===== src/rps_defs.vh =====
// Offsets, field positions and reset values of the per-port receive status registers
`ifndef RPS_DEFS_VH
`define RPS_DEFS_VH

// Register offsets
`define RPS_OFS_PORT_SEL   8'h4c
`define RPS_OFS_STATUS_ONE 8'h4d
`define RPS_OFS_STATUS_TWO 8'h4e
`define RPS_OFS_FREQ_INT   8'h4f
`define RPS_OFS_FREQ_FRAC  8'h50
`define RPS_OFS_FAULT_DET  8'h5a

// Port select fields
`define RPS_SEL_READ_HI    5
`define RPS_SEL_READ_LO    4
`define RPS_PORT_SEL_RST   8'h00

// Status one fields
`define RPS_S1_PORT_HI     7
`define RPS_S1_PORT_LO     6
`define RPS_S1_CRC         5
`define RPS_S1_LOCK_CHG    4
`define RPS_S1_CTRL        3
`define RPS_S1_PARITY      2
`define RPS_S1_PASS        1
`define RPS_S1_LOCKED      0

// Status two fields
`define RPS_S2_LEN_UNSTEADY 7
`define RPS_S2_LEN_CHG      6
`define RPS_S2_ENCODE       5
`define RPS_S2_BUFFER       4
`define RPS_S2_CAMERA       3
`define RPS_S2_FREQ_OK      2
`define RPS_S2_NO_CLK       1
`define RPS_S2_CNT_CHG      0

// Reset values
`define RPS_FLAGS_RST      4'h0
`define RPS_BYTE_RST       8'h00

`endif


===== src/rps_rx_port_link_status_regs.v =====
// Per-port receive link status registers with port-selected readback
//
// Functional notes
// Lock change flag, bit 4, sets on lock toggle, clears on read.
// Enhanced control off: bit 3 is sequence fault, cleared on read.
// Enhanced control on: bit 3 summarises faults, cleared by detail read.
// Parity bit 2 high while count exceeds threshold until counters cleared.
// Bit 1 shows live pass indication from pass criteria logic.
// Bit 0 shows live link lock state.
// Bit 7 of status two: line length unsteady, holds until read.
// Bit 6: line length changed, clears on read.
// Bit 5: encoding fault, clears on read; needs error counting enabled.
// Bit 4: packet buffer overflow, clears on read.
// Bit 3: read-only camera-serial receive error summary.
// Bit 2 frequency settled, bit 1 link clock absent, both read-only.
// Bit 0: line count changed, clears on read.
// Integer MHz of measured frequency, read-only 8 bits.
// Status exists per port; software selects port before reading.
// Read-port select field 5:4 picks port 0 to 3.
// Fractional frequency in 1/256 MHz in the low byte register.
// Event in the clearing-read cycle stays set.
`timescale 1ns/10ps
`default_nettype none
`include "rps_defs.vh"

module rps_rx_port_link_status_regs #(
  parameter NPORT = 4
) (
  // Clock and reset
  input  wire                 clk,
  input  wire                 rst_b,
  // Register access port (from the serial management slave)
  input  wire                 reg_wr,
  input  wire                 reg_rd,
  input  wire [7:0]           reg_addr,
  input  wire [7:0]           reg_wdata,
  output reg  [7:0]           reg_rdata,
  output reg                  reg_rvalid,
  // Per-port live status, one bit per port
  input  wire [NPORT-1:0]     link_locked,
  input  wire [NPORT-1:0]     port_pass,
  input  wire [NPORT-1:0]     parity_over_threshold,
  input  wire [NPORT-1:0]     parity_counter_clear,
  input  wire [NPORT-1:0]     enhanced_ctrl_fault_enable,
  input  wire [NPORT-1:0]     ctrl_crc_event,
  input  wire [NPORT-1:0]     ctrl_sequence_event,
  input  wire [NPORT-1:0]     ctrl_any_fault_event,
  input  wire [NPORT-1:0]     line_length_unsteady_event,
  input  wire [NPORT-1:0]     line_length_change_event,
  input  wire [NPORT-1:0]     link_encoding_event,
  input  wire [NPORT-1:0]     buffer_overflow_event,
  input  wire [NPORT-1:0]     line_count_change_event,
  input  wire [NPORT-1:0]     camera_serial_rx_error,
  input  wire [NPORT-1:0]     frequency_settled,
  input  wire [NPORT-1:0]     link_clock_absent,
  // Measured frequency per port, packed port 0 in the low byte
  input  wire [8*NPORT-1:0]   frequency_integer_mhz,
  input  wire [8*NPORT-1:0]   frequency_fraction,
  // Current port select value
  output reg  [7:0]           port_select_q
);

  // Sticky flags per port, and the previous lock level
  reg [NPORT-1:0] lock_prev_r;
  reg [NPORT-1:0] lock_chg_r;
  reg [NPORT-1:0] crc_r;
  reg [NPORT-1:0] seq_r;
  reg [NPORT-1:0] summ_r;
  reg [NPORT-1:0] parity_r;
  reg [NPORT-1:0] len_unst_r;
  reg [NPORT-1:0] len_chg_r;
  reg [NPORT-1:0] enc_r;
  reg [NPORT-1:0] buf_r;
  reg [NPORT-1:0] cnt_chg_r;

  wire [1:0] rport = port_select_q[`RPS_SEL_READ_HI:`RPS_SEL_READ_LO];

  // Clearing reads only hit the selected port
  wire rd_s1  = reg_rd && (reg_addr == `RPS_OFS_STATUS_ONE);
  wire rd_s2  = reg_rd && (reg_addr == `RPS_OFS_STATUS_TWO);
  wire rd_det = reg_rd && (reg_addr == `RPS_OFS_FAULT_DET);

  // Sticky update: set wins over clear so no event is lost
  function sticky;
    input cur;
    input ev;
    input clr;
    begin
      sticky = ev | (cur & ~clr);
    end
  endfunction

  // Port select register; write enables of bits 3:0 are kept for readback
  always @(posedge clk or negedge rst_b) begin
    if (!rst_b) begin
      port_select_q <= `RPS_PORT_SEL_RST;
    end else if (reg_wr && reg_addr == `RPS_OFS_PORT_SEL) begin
      // read port select
      port_select_q <= {2'b00, reg_wdata[5:0]};
    end
  end

  // Flag state per port
  integer i;
  always @(posedge clk or negedge rst_b) begin
    if (!rst_b) begin
      lock_prev_r <= {NPORT{1'b0}};
      lock_chg_r  <= {NPORT{1'b0}};
      crc_r       <= {NPORT{1'b0}};
      seq_r       <= {NPORT{1'b0}};
      summ_r      <= {NPORT{1'b0}};
      parity_r    <= {NPORT{1'b0}};
      len_unst_r  <= {NPORT{1'b0}};
      len_chg_r   <= {NPORT{1'b0}};
      enc_r       <= {NPORT{1'b0}};
      buf_r       <= {NPORT{1'b0}};
      cnt_chg_r   <= {NPORT{1'b0}};
    end else begin
      lock_prev_r <= link_locked;
      for (i = 0; i < NPORT; i = i + 1) begin
        // clears apply to selected port only
        // lock toggle detect
        // set beats clear
        lock_chg_r[i] <= sticky(lock_chg_r[i], link_locked[i] ^ lock_prev_r[i],
                                rd_s1 && rport == i[1:0]);
        crc_r[i] <= sticky(crc_r[i], ctrl_crc_event[i], rd_s1 && rport == i[1:0]);
        // sequence fault cleared on read
        seq_r[i] <= sticky(seq_r[i], ctrl_sequence_event[i], rd_s1 && rport == i[1:0]);
        // summary cleared by detail read
        summ_r[i] <= sticky(summ_r[i], ctrl_any_fault_event[i], rd_det && rport == i[1:0]);
        // held until counters cleared
        parity_r[i] <= parity_over_threshold[i] |
                       (parity_r[i] & ~parity_counter_clear[i]);
        // unsteady line length
        len_unst_r[i] <= sticky(len_unst_r[i], line_length_unsteady_event[i],
                                rd_s2 && rport == i[1:0]);
        // line length change
        len_chg_r[i] <= sticky(len_chg_r[i], line_length_change_event[i],
                               rd_s2 && rport == i[1:0]);
        // encoding fault, qualified upstream
        enc_r[i] <= sticky(enc_r[i], link_encoding_event[i], rd_s2 && rport == i[1:0]);
        // buffer overflow
        buf_r[i] <= sticky(buf_r[i], buffer_overflow_event[i], rd_s2 && rport == i[1:0]);
        // line count change
        cnt_chg_r[i] <= sticky(cnt_chg_r[i], line_count_change_event[i],
                               rd_s2 && rport == i[1:0]);
      end
    end
  end

  // Readback mux of the selected port
  reg [7:0] rdata_nxt;
  always @* begin
    rdata_nxt = `RPS_BYTE_RST;
    case (reg_addr)
      `RPS_OFS_PORT_SEL: rdata_nxt = port_select_q;
      `RPS_OFS_STATUS_ONE: begin
        rdata_nxt[`RPS_S1_PORT_HI:`RPS_S1_PORT_LO] = rport;
        rdata_nxt[`RPS_S1_CRC]      = crc_r[rport];
        // lock change flag
        rdata_nxt[`RPS_S1_LOCK_CHG] = lock_chg_r[rport];
        // meaning by enhanced control
        rdata_nxt[`RPS_S1_CTRL]     = enhanced_ctrl_fault_enable[rport] ?
                                      summ_r[rport] : seq_r[rport];
        // parity flag, live level or held copy
        // Live term covers the cycle before the held copy catches up
        rdata_nxt[`RPS_S1_PARITY]   = parity_r[rport] | parity_over_threshold[rport];
        // live pass
        rdata_nxt[`RPS_S1_PASS]     = port_pass[rport];
        // live lock
        rdata_nxt[`RPS_S1_LOCKED]   = link_locked[rport];
      end
      `RPS_OFS_STATUS_TWO: begin
        rdata_nxt[`RPS_S2_LEN_UNSTEADY] = len_unst_r[rport];
        rdata_nxt[`RPS_S2_LEN_CHG]      = len_chg_r[rport];
        rdata_nxt[`RPS_S2_ENCODE]       = enc_r[rport];
        rdata_nxt[`RPS_S2_BUFFER]       = buf_r[rport];
        // camera error summary
        rdata_nxt[`RPS_S2_CAMERA]       = camera_serial_rx_error[rport];
        // settled and clock absent
        rdata_nxt[`RPS_S2_FREQ_OK]      = frequency_settled[rport];
        rdata_nxt[`RPS_S2_NO_CLK]       = link_clock_absent[rport];
        rdata_nxt[`RPS_S2_CNT_CHG]      = cnt_chg_r[rport];
      end
      // integer MHz
      `RPS_OFS_FREQ_INT:  rdata_nxt = frequency_integer_mhz[8*rport +: 8];
      // fraction in 1/256 MHz
      `RPS_OFS_FREQ_FRAC: rdata_nxt = frequency_fraction[8*rport +: 8];
      default: rdata_nxt = `RPS_BYTE_RST;
    endcase
  end

  // Registered read answer, one cycle after the read strobe
  always @(posedge clk or negedge rst_b) begin
    if (!rst_b) begin
      reg_rdata  <= `RPS_BYTE_RST;
      reg_rvalid <= 1'b0;
    end else begin
      reg_rvalid <= reg_rd;
      if (reg_rd) begin
        reg_rdata <= rdata_nxt;
      end
    end
  end

endmodule
`default_nettype wire


===== config.mk =====
export PLATFORM = sky130hd
export DESIGN_NAME = rps_rx_port_link_status_regs
export DESIGN_NICKNAME = d
export VERILOG_FILES = /design/src/rps_rx_port_link_status_regs.v
export VERILOG_INCLUDE_DIRS = /design/src /design/src/src
export SDC_FILE = /design/constraint.sdc
export NUM_CORES = 1
export LEC_CHECK = 0
export BUFFER_PORTS_ARGS = -buffer_cell sky130_fd_sc_hd__clkbuf_2
export CAP_MARGIN = 10
export CORE_UTILIZATION = 40
export CTS_BUF_LIST = sky130_fd_sc_hd__clkbuf_8
export DETAILED_ROUTE_END_ITERATION = 12
export PLACE_DENSITY = 0.82
export REMOVE_ABC_BUFFERS = 1
export SKIP_LAST_GASP = 1
export SLEW_MARGIN = 0
export SYNTH_ARGS = -nofsm -noshare
export SYNTH_HDL_FRONTEND = slang
export SYNTH_SLANG_ARGS = --single-unit

===== constraint.sdc =====
create_clock -name clk -period 2.4 [get_ports clk]
set_input_delay 0.12 -clock clk [delete_from_list [all_inputs] [get_ports clk]]
set_output_delay 0.12 -clock clk [all_outputs]
set_load 0.02 [all_outputs]

==> summary.md <==
| Metric | Value |
|---|---|
| Crit path from | port_select_q[4]$_DFFE_PN0P_ |
| Status | finished clean |
| Post-synth EDFFs | 0 |
| Kind of critical path | reg2reg |
| DIE AREA | 8730 um2 |
| Most frequent cells in the layout | 160 x clkbuf_2, 57 x dfrtp_1, 41 x dlygate4sd3_1 |
| ANT nets after route | 0 |
| # Post-CTS Setup Buffers | 0 |
| Routability cong. | 0.769 |
| Fmax | 0.488 GHz |
| Hold Startpoint | reg_wdata[0] |
| Vias per cell | 5.30 |
| P per Cell Area | 496 nW/um2 |
| Site Rows | 32 |
| Synth cell types | 44 |
| Maximum level of the CTS H-tree | 3 |
| Crit path DAT | 2.22 ns |
| Hold path depth | 2 |
| Multi-input gate area | 1710 um2 |
| Cts bufs inserted | 9 |
| Min-Delay Endpoint | port_select_q[0]$_DFFE_PN0P_ |
| Vias | 3094 |
| Final Core Density | 0.619 |
| Hold_buf cts | 41 |
| Longest Clk Path Bufs | 2 |
| Global-route wire length before repair | 15.8 mm |
| Post-Syn Area | 3340 um2 |
| Core Area | 7890 um2 |
| CTS tree | yes |
| # IOs | 165 |
| Slowest library cell on the worst path | dfrtp_2 |
| Largest net degree at the start of global routing | 60 |
| Syn_area_per_cell | 12.2 um2 |
| Die Wd | 93.4 um |
| Sequential standard cell area | 1480 um2 |
| Clock transition at path regs | 0.06 ns |
| Total iterations of the first detailed-routing run | 4 |
| Internal power | 1.85 mW |
| Power, Total | 2.42 mW |
| Port Buffers | 160 |
| Die Y | 93.4 um |
| Worst reg2reg startpoint | port_select_q[4]$_DFFE_PN0P_ |
| Switching Power | 0.572 mW |
| CP Data Required Time | 2.57 ns |
| Clk_lat worst skew | 0.34 ns |
| Period utilization | 0.854 |
| CTS resizes | 0 |
| Clock skew | 0.0136 ns |
| Clock share of power | 0.409 |
| Vias in the first global route | 3220 |
| Detailed placement HPWL | 7.48 mm |
| Drt total wl | 10.2 mm |
| Fin cells | 584 |
| TNS Setup | 0 ns |
| Slew Limit Fails | 0 |
| Worst Tran Pin Value | 0.766 ns |
| Iter 0 DRT Violations | 97 |
| Initial antenna violation count | 0 |
| Reg2reg end | reg_rdata[3]$_DFFE_PN0P_ |
| Final setup fails | 0 |
| Hold crit path type | in2reg |
| Placed Cells | 528 |
| Max Cap Viol | 0 |
| Sw Share | 0.236 |
| Warnings, synthesis | 0 |
| Final nets | 626 |
| Most common flop cell mapped by yosys | dfrtp_1 |
| Commonest non-fill, non-tap cell in the layout | clkbuf_2 |
| Share of cells above drive strength 1 | 0.471 |
| P_leak | 2.10 nW |
| Critical path peak fanout | 18 |
| Max VDD drop | 0.271 mV |
| Starting Density | 0.424 |
| Crit start category | flip-flop |
| RSZ-0062 raised after global routing | false |
| Reg2reg setup slack | 0.35 ns |
| Cells after Synth | 274 |
| Final WS setup | 0.350 ns |
| CTS sink cnt | 59 |
| Yosys reg bits | 59 |
| Clock root cell | clkbuf_8 |
| DR DRC count | 0 |
| Crit path cell chain | buf_12 -> mux4_2 -> mux2_2 -> nand2_1 -> a41oi_1 |
| Minimum clock period | 2.05 ns |
| # fillers | 673 |
| Register share of total power | 0.426 |
| Slew Limit Headroom | 0.489 |
| CP Capture Type | flip-flop |
| GRT Total Usage | 0.245 |
| # diodes | 0 |
| Dpl ws | 0.333 ns |
| Post-synthesis sequential area ratio | 0.441 |
| Final Hold Viols | 0 |
| Asr flop ratio synth | 1.00 |
| Comb pwr share | 0.165 |
| Remaining global-route overflow | 0 |
| Syn-to-layout area delta | 46.0% |
| Worst R2R Path Depth | 5 |
| Crit path largest cell delay | 0.61 ns |
| WL/cell | 17.5 um |
[cell type report]
class | instances | area share
multi-input cells | 187 | 0.350
flip-flops and latches | 59 | 0.303
repair buffers | 212 | 0.270
clock buffers | 10 | 0.0282
well taps | 102 | 0.0261
clock inverters | 5 | 0.0161
inverters | 9 | 0.00692
[cell families (layout without fill, tap and decap cells)]
group                  after synthesis  in the layout  share of synthesized area
buffers and inverters               29            236                     0.0490
other                                1              2                    0.00112
AND/OR/NAND/NOR                     69             69                      0.109
XOR/XNOR                             4              4                     0.0105
multiplexers                        49             49                      0.248
flip-flops                          59             59                      0.441
AO/OA/AOI/OAI                       63             63                      0.141
[synthesized netlist by cell type, drive strengths merged, types with 2 or more instances]
cell	count	area [um2]
dfrtp	59	1480
a21o	35	263
mux4	26	586
nand2	21	78.8
buf	17	119
mux2i	12	120
mux2	11	124
nor2	11	41.3
inv	9	33.8
nand3	9	45.0
nand2b	6	37.5
a22oi	4	30.0
nor2b	4	25.0
nor3	4	25.0
o21ai	4	23.8
xnor2	4	35.0
a221oi	3	26.3
and4	3	26.3
clkbuf	3	11.3
o22ai	3	18.8
a21boi	2	15.0
a21oi	2	10.0
a31o	2	17.5
a41oi	2	17.5
and3	2	12.5
nand4	2	12.5
nor3b	2	15.0
o31ai	2	15.0
[registers in the layout, summed over array words and instances, names as in the netlist]
| register | flops |
|---|---|
| reg_rdata | 8 |
| buf_r | 4 |
| len_unst_r | 4 |
| parity_r | 4 |
| lock_chg_r | 4 |
| enc_r | 4 |
| port_select_q | 6 |
| lock_prev_r | 4 |
| crc_r | 4 |
| seq_r | 4 |
| reg_rvalid | 1 |
| cnt_chg_r | 4 |
| len_chg_r | 4 |
| summ_r | 4 |
[power groups by stage]
stage | Combinational [mW] | Clock (mW) | Sequential (mW)
CTS | 0.401 | 1.01 | 1.03
floorplan | 0.122 | 0 | 1.07
finish | 0.400 | 0.990 | 1.03
detailed placement | 0.348 | 0 | 1.05
global placement | 0.338 | 0 | 1.05
global route | 0.434 | 1.05 | 1.03
[metrics by stage]
step                      instance area (um2)  hold WS, ns
final                                    4880       0.0192
after global routing                     4880      0.00861
after CTS                                4880     0.000158
after detailed placement                 4260        0.271
after global placement                   4260        0.272
after floorplan                          3220       -0.176
[critical path, delay by kind of cell, from the launching register on]
| family | cells | cell delay, ns |
|---|---|---|
| flip-flops | 1 | 0.61 |
| AO/OA/AOI/OAI | 1 | 0.12 |
| buffers and inverters | 1 | 0.23 |
| multiplexers | 2 | 0.82 |
| AND/OR/NAND/NOR | 1 | 0.10 |
[worst max path at each step]
stage	cells past startpoint	endpoint	slack [ns]
after CTS	5	reg_rdata[3]$_DFFE_PN0P_	0.33
after global placement	5	reg_rdata[7]$_DFFE_PN0P_	0.42
after global routing	5	reg_rdata[3]$_DFFE_PN0P_	0.22
after floorplan	4	reg_rdata[0]$_DFFE_PN0P_	-0.48
after detailed placement	5	reg_rdata[3]$_DFFE_PN0P_	0.33
final	5	reg_rdata[3]$_DFFE_PN0P_	0.35
[layer usage]
metal | wire (um) | GRT usage | up-vias
li1 | - | - | 1438
met1 | 4090 | 0.280 | 1497
met2 | 5190 | 0.439 | 136
met3 | 705 | 0.0610 | 23
met4 | 227 | 0.0936 | 0
met5 | 0 | 0 | -
No activity file was read; power rests on OpenSTA's default activity.
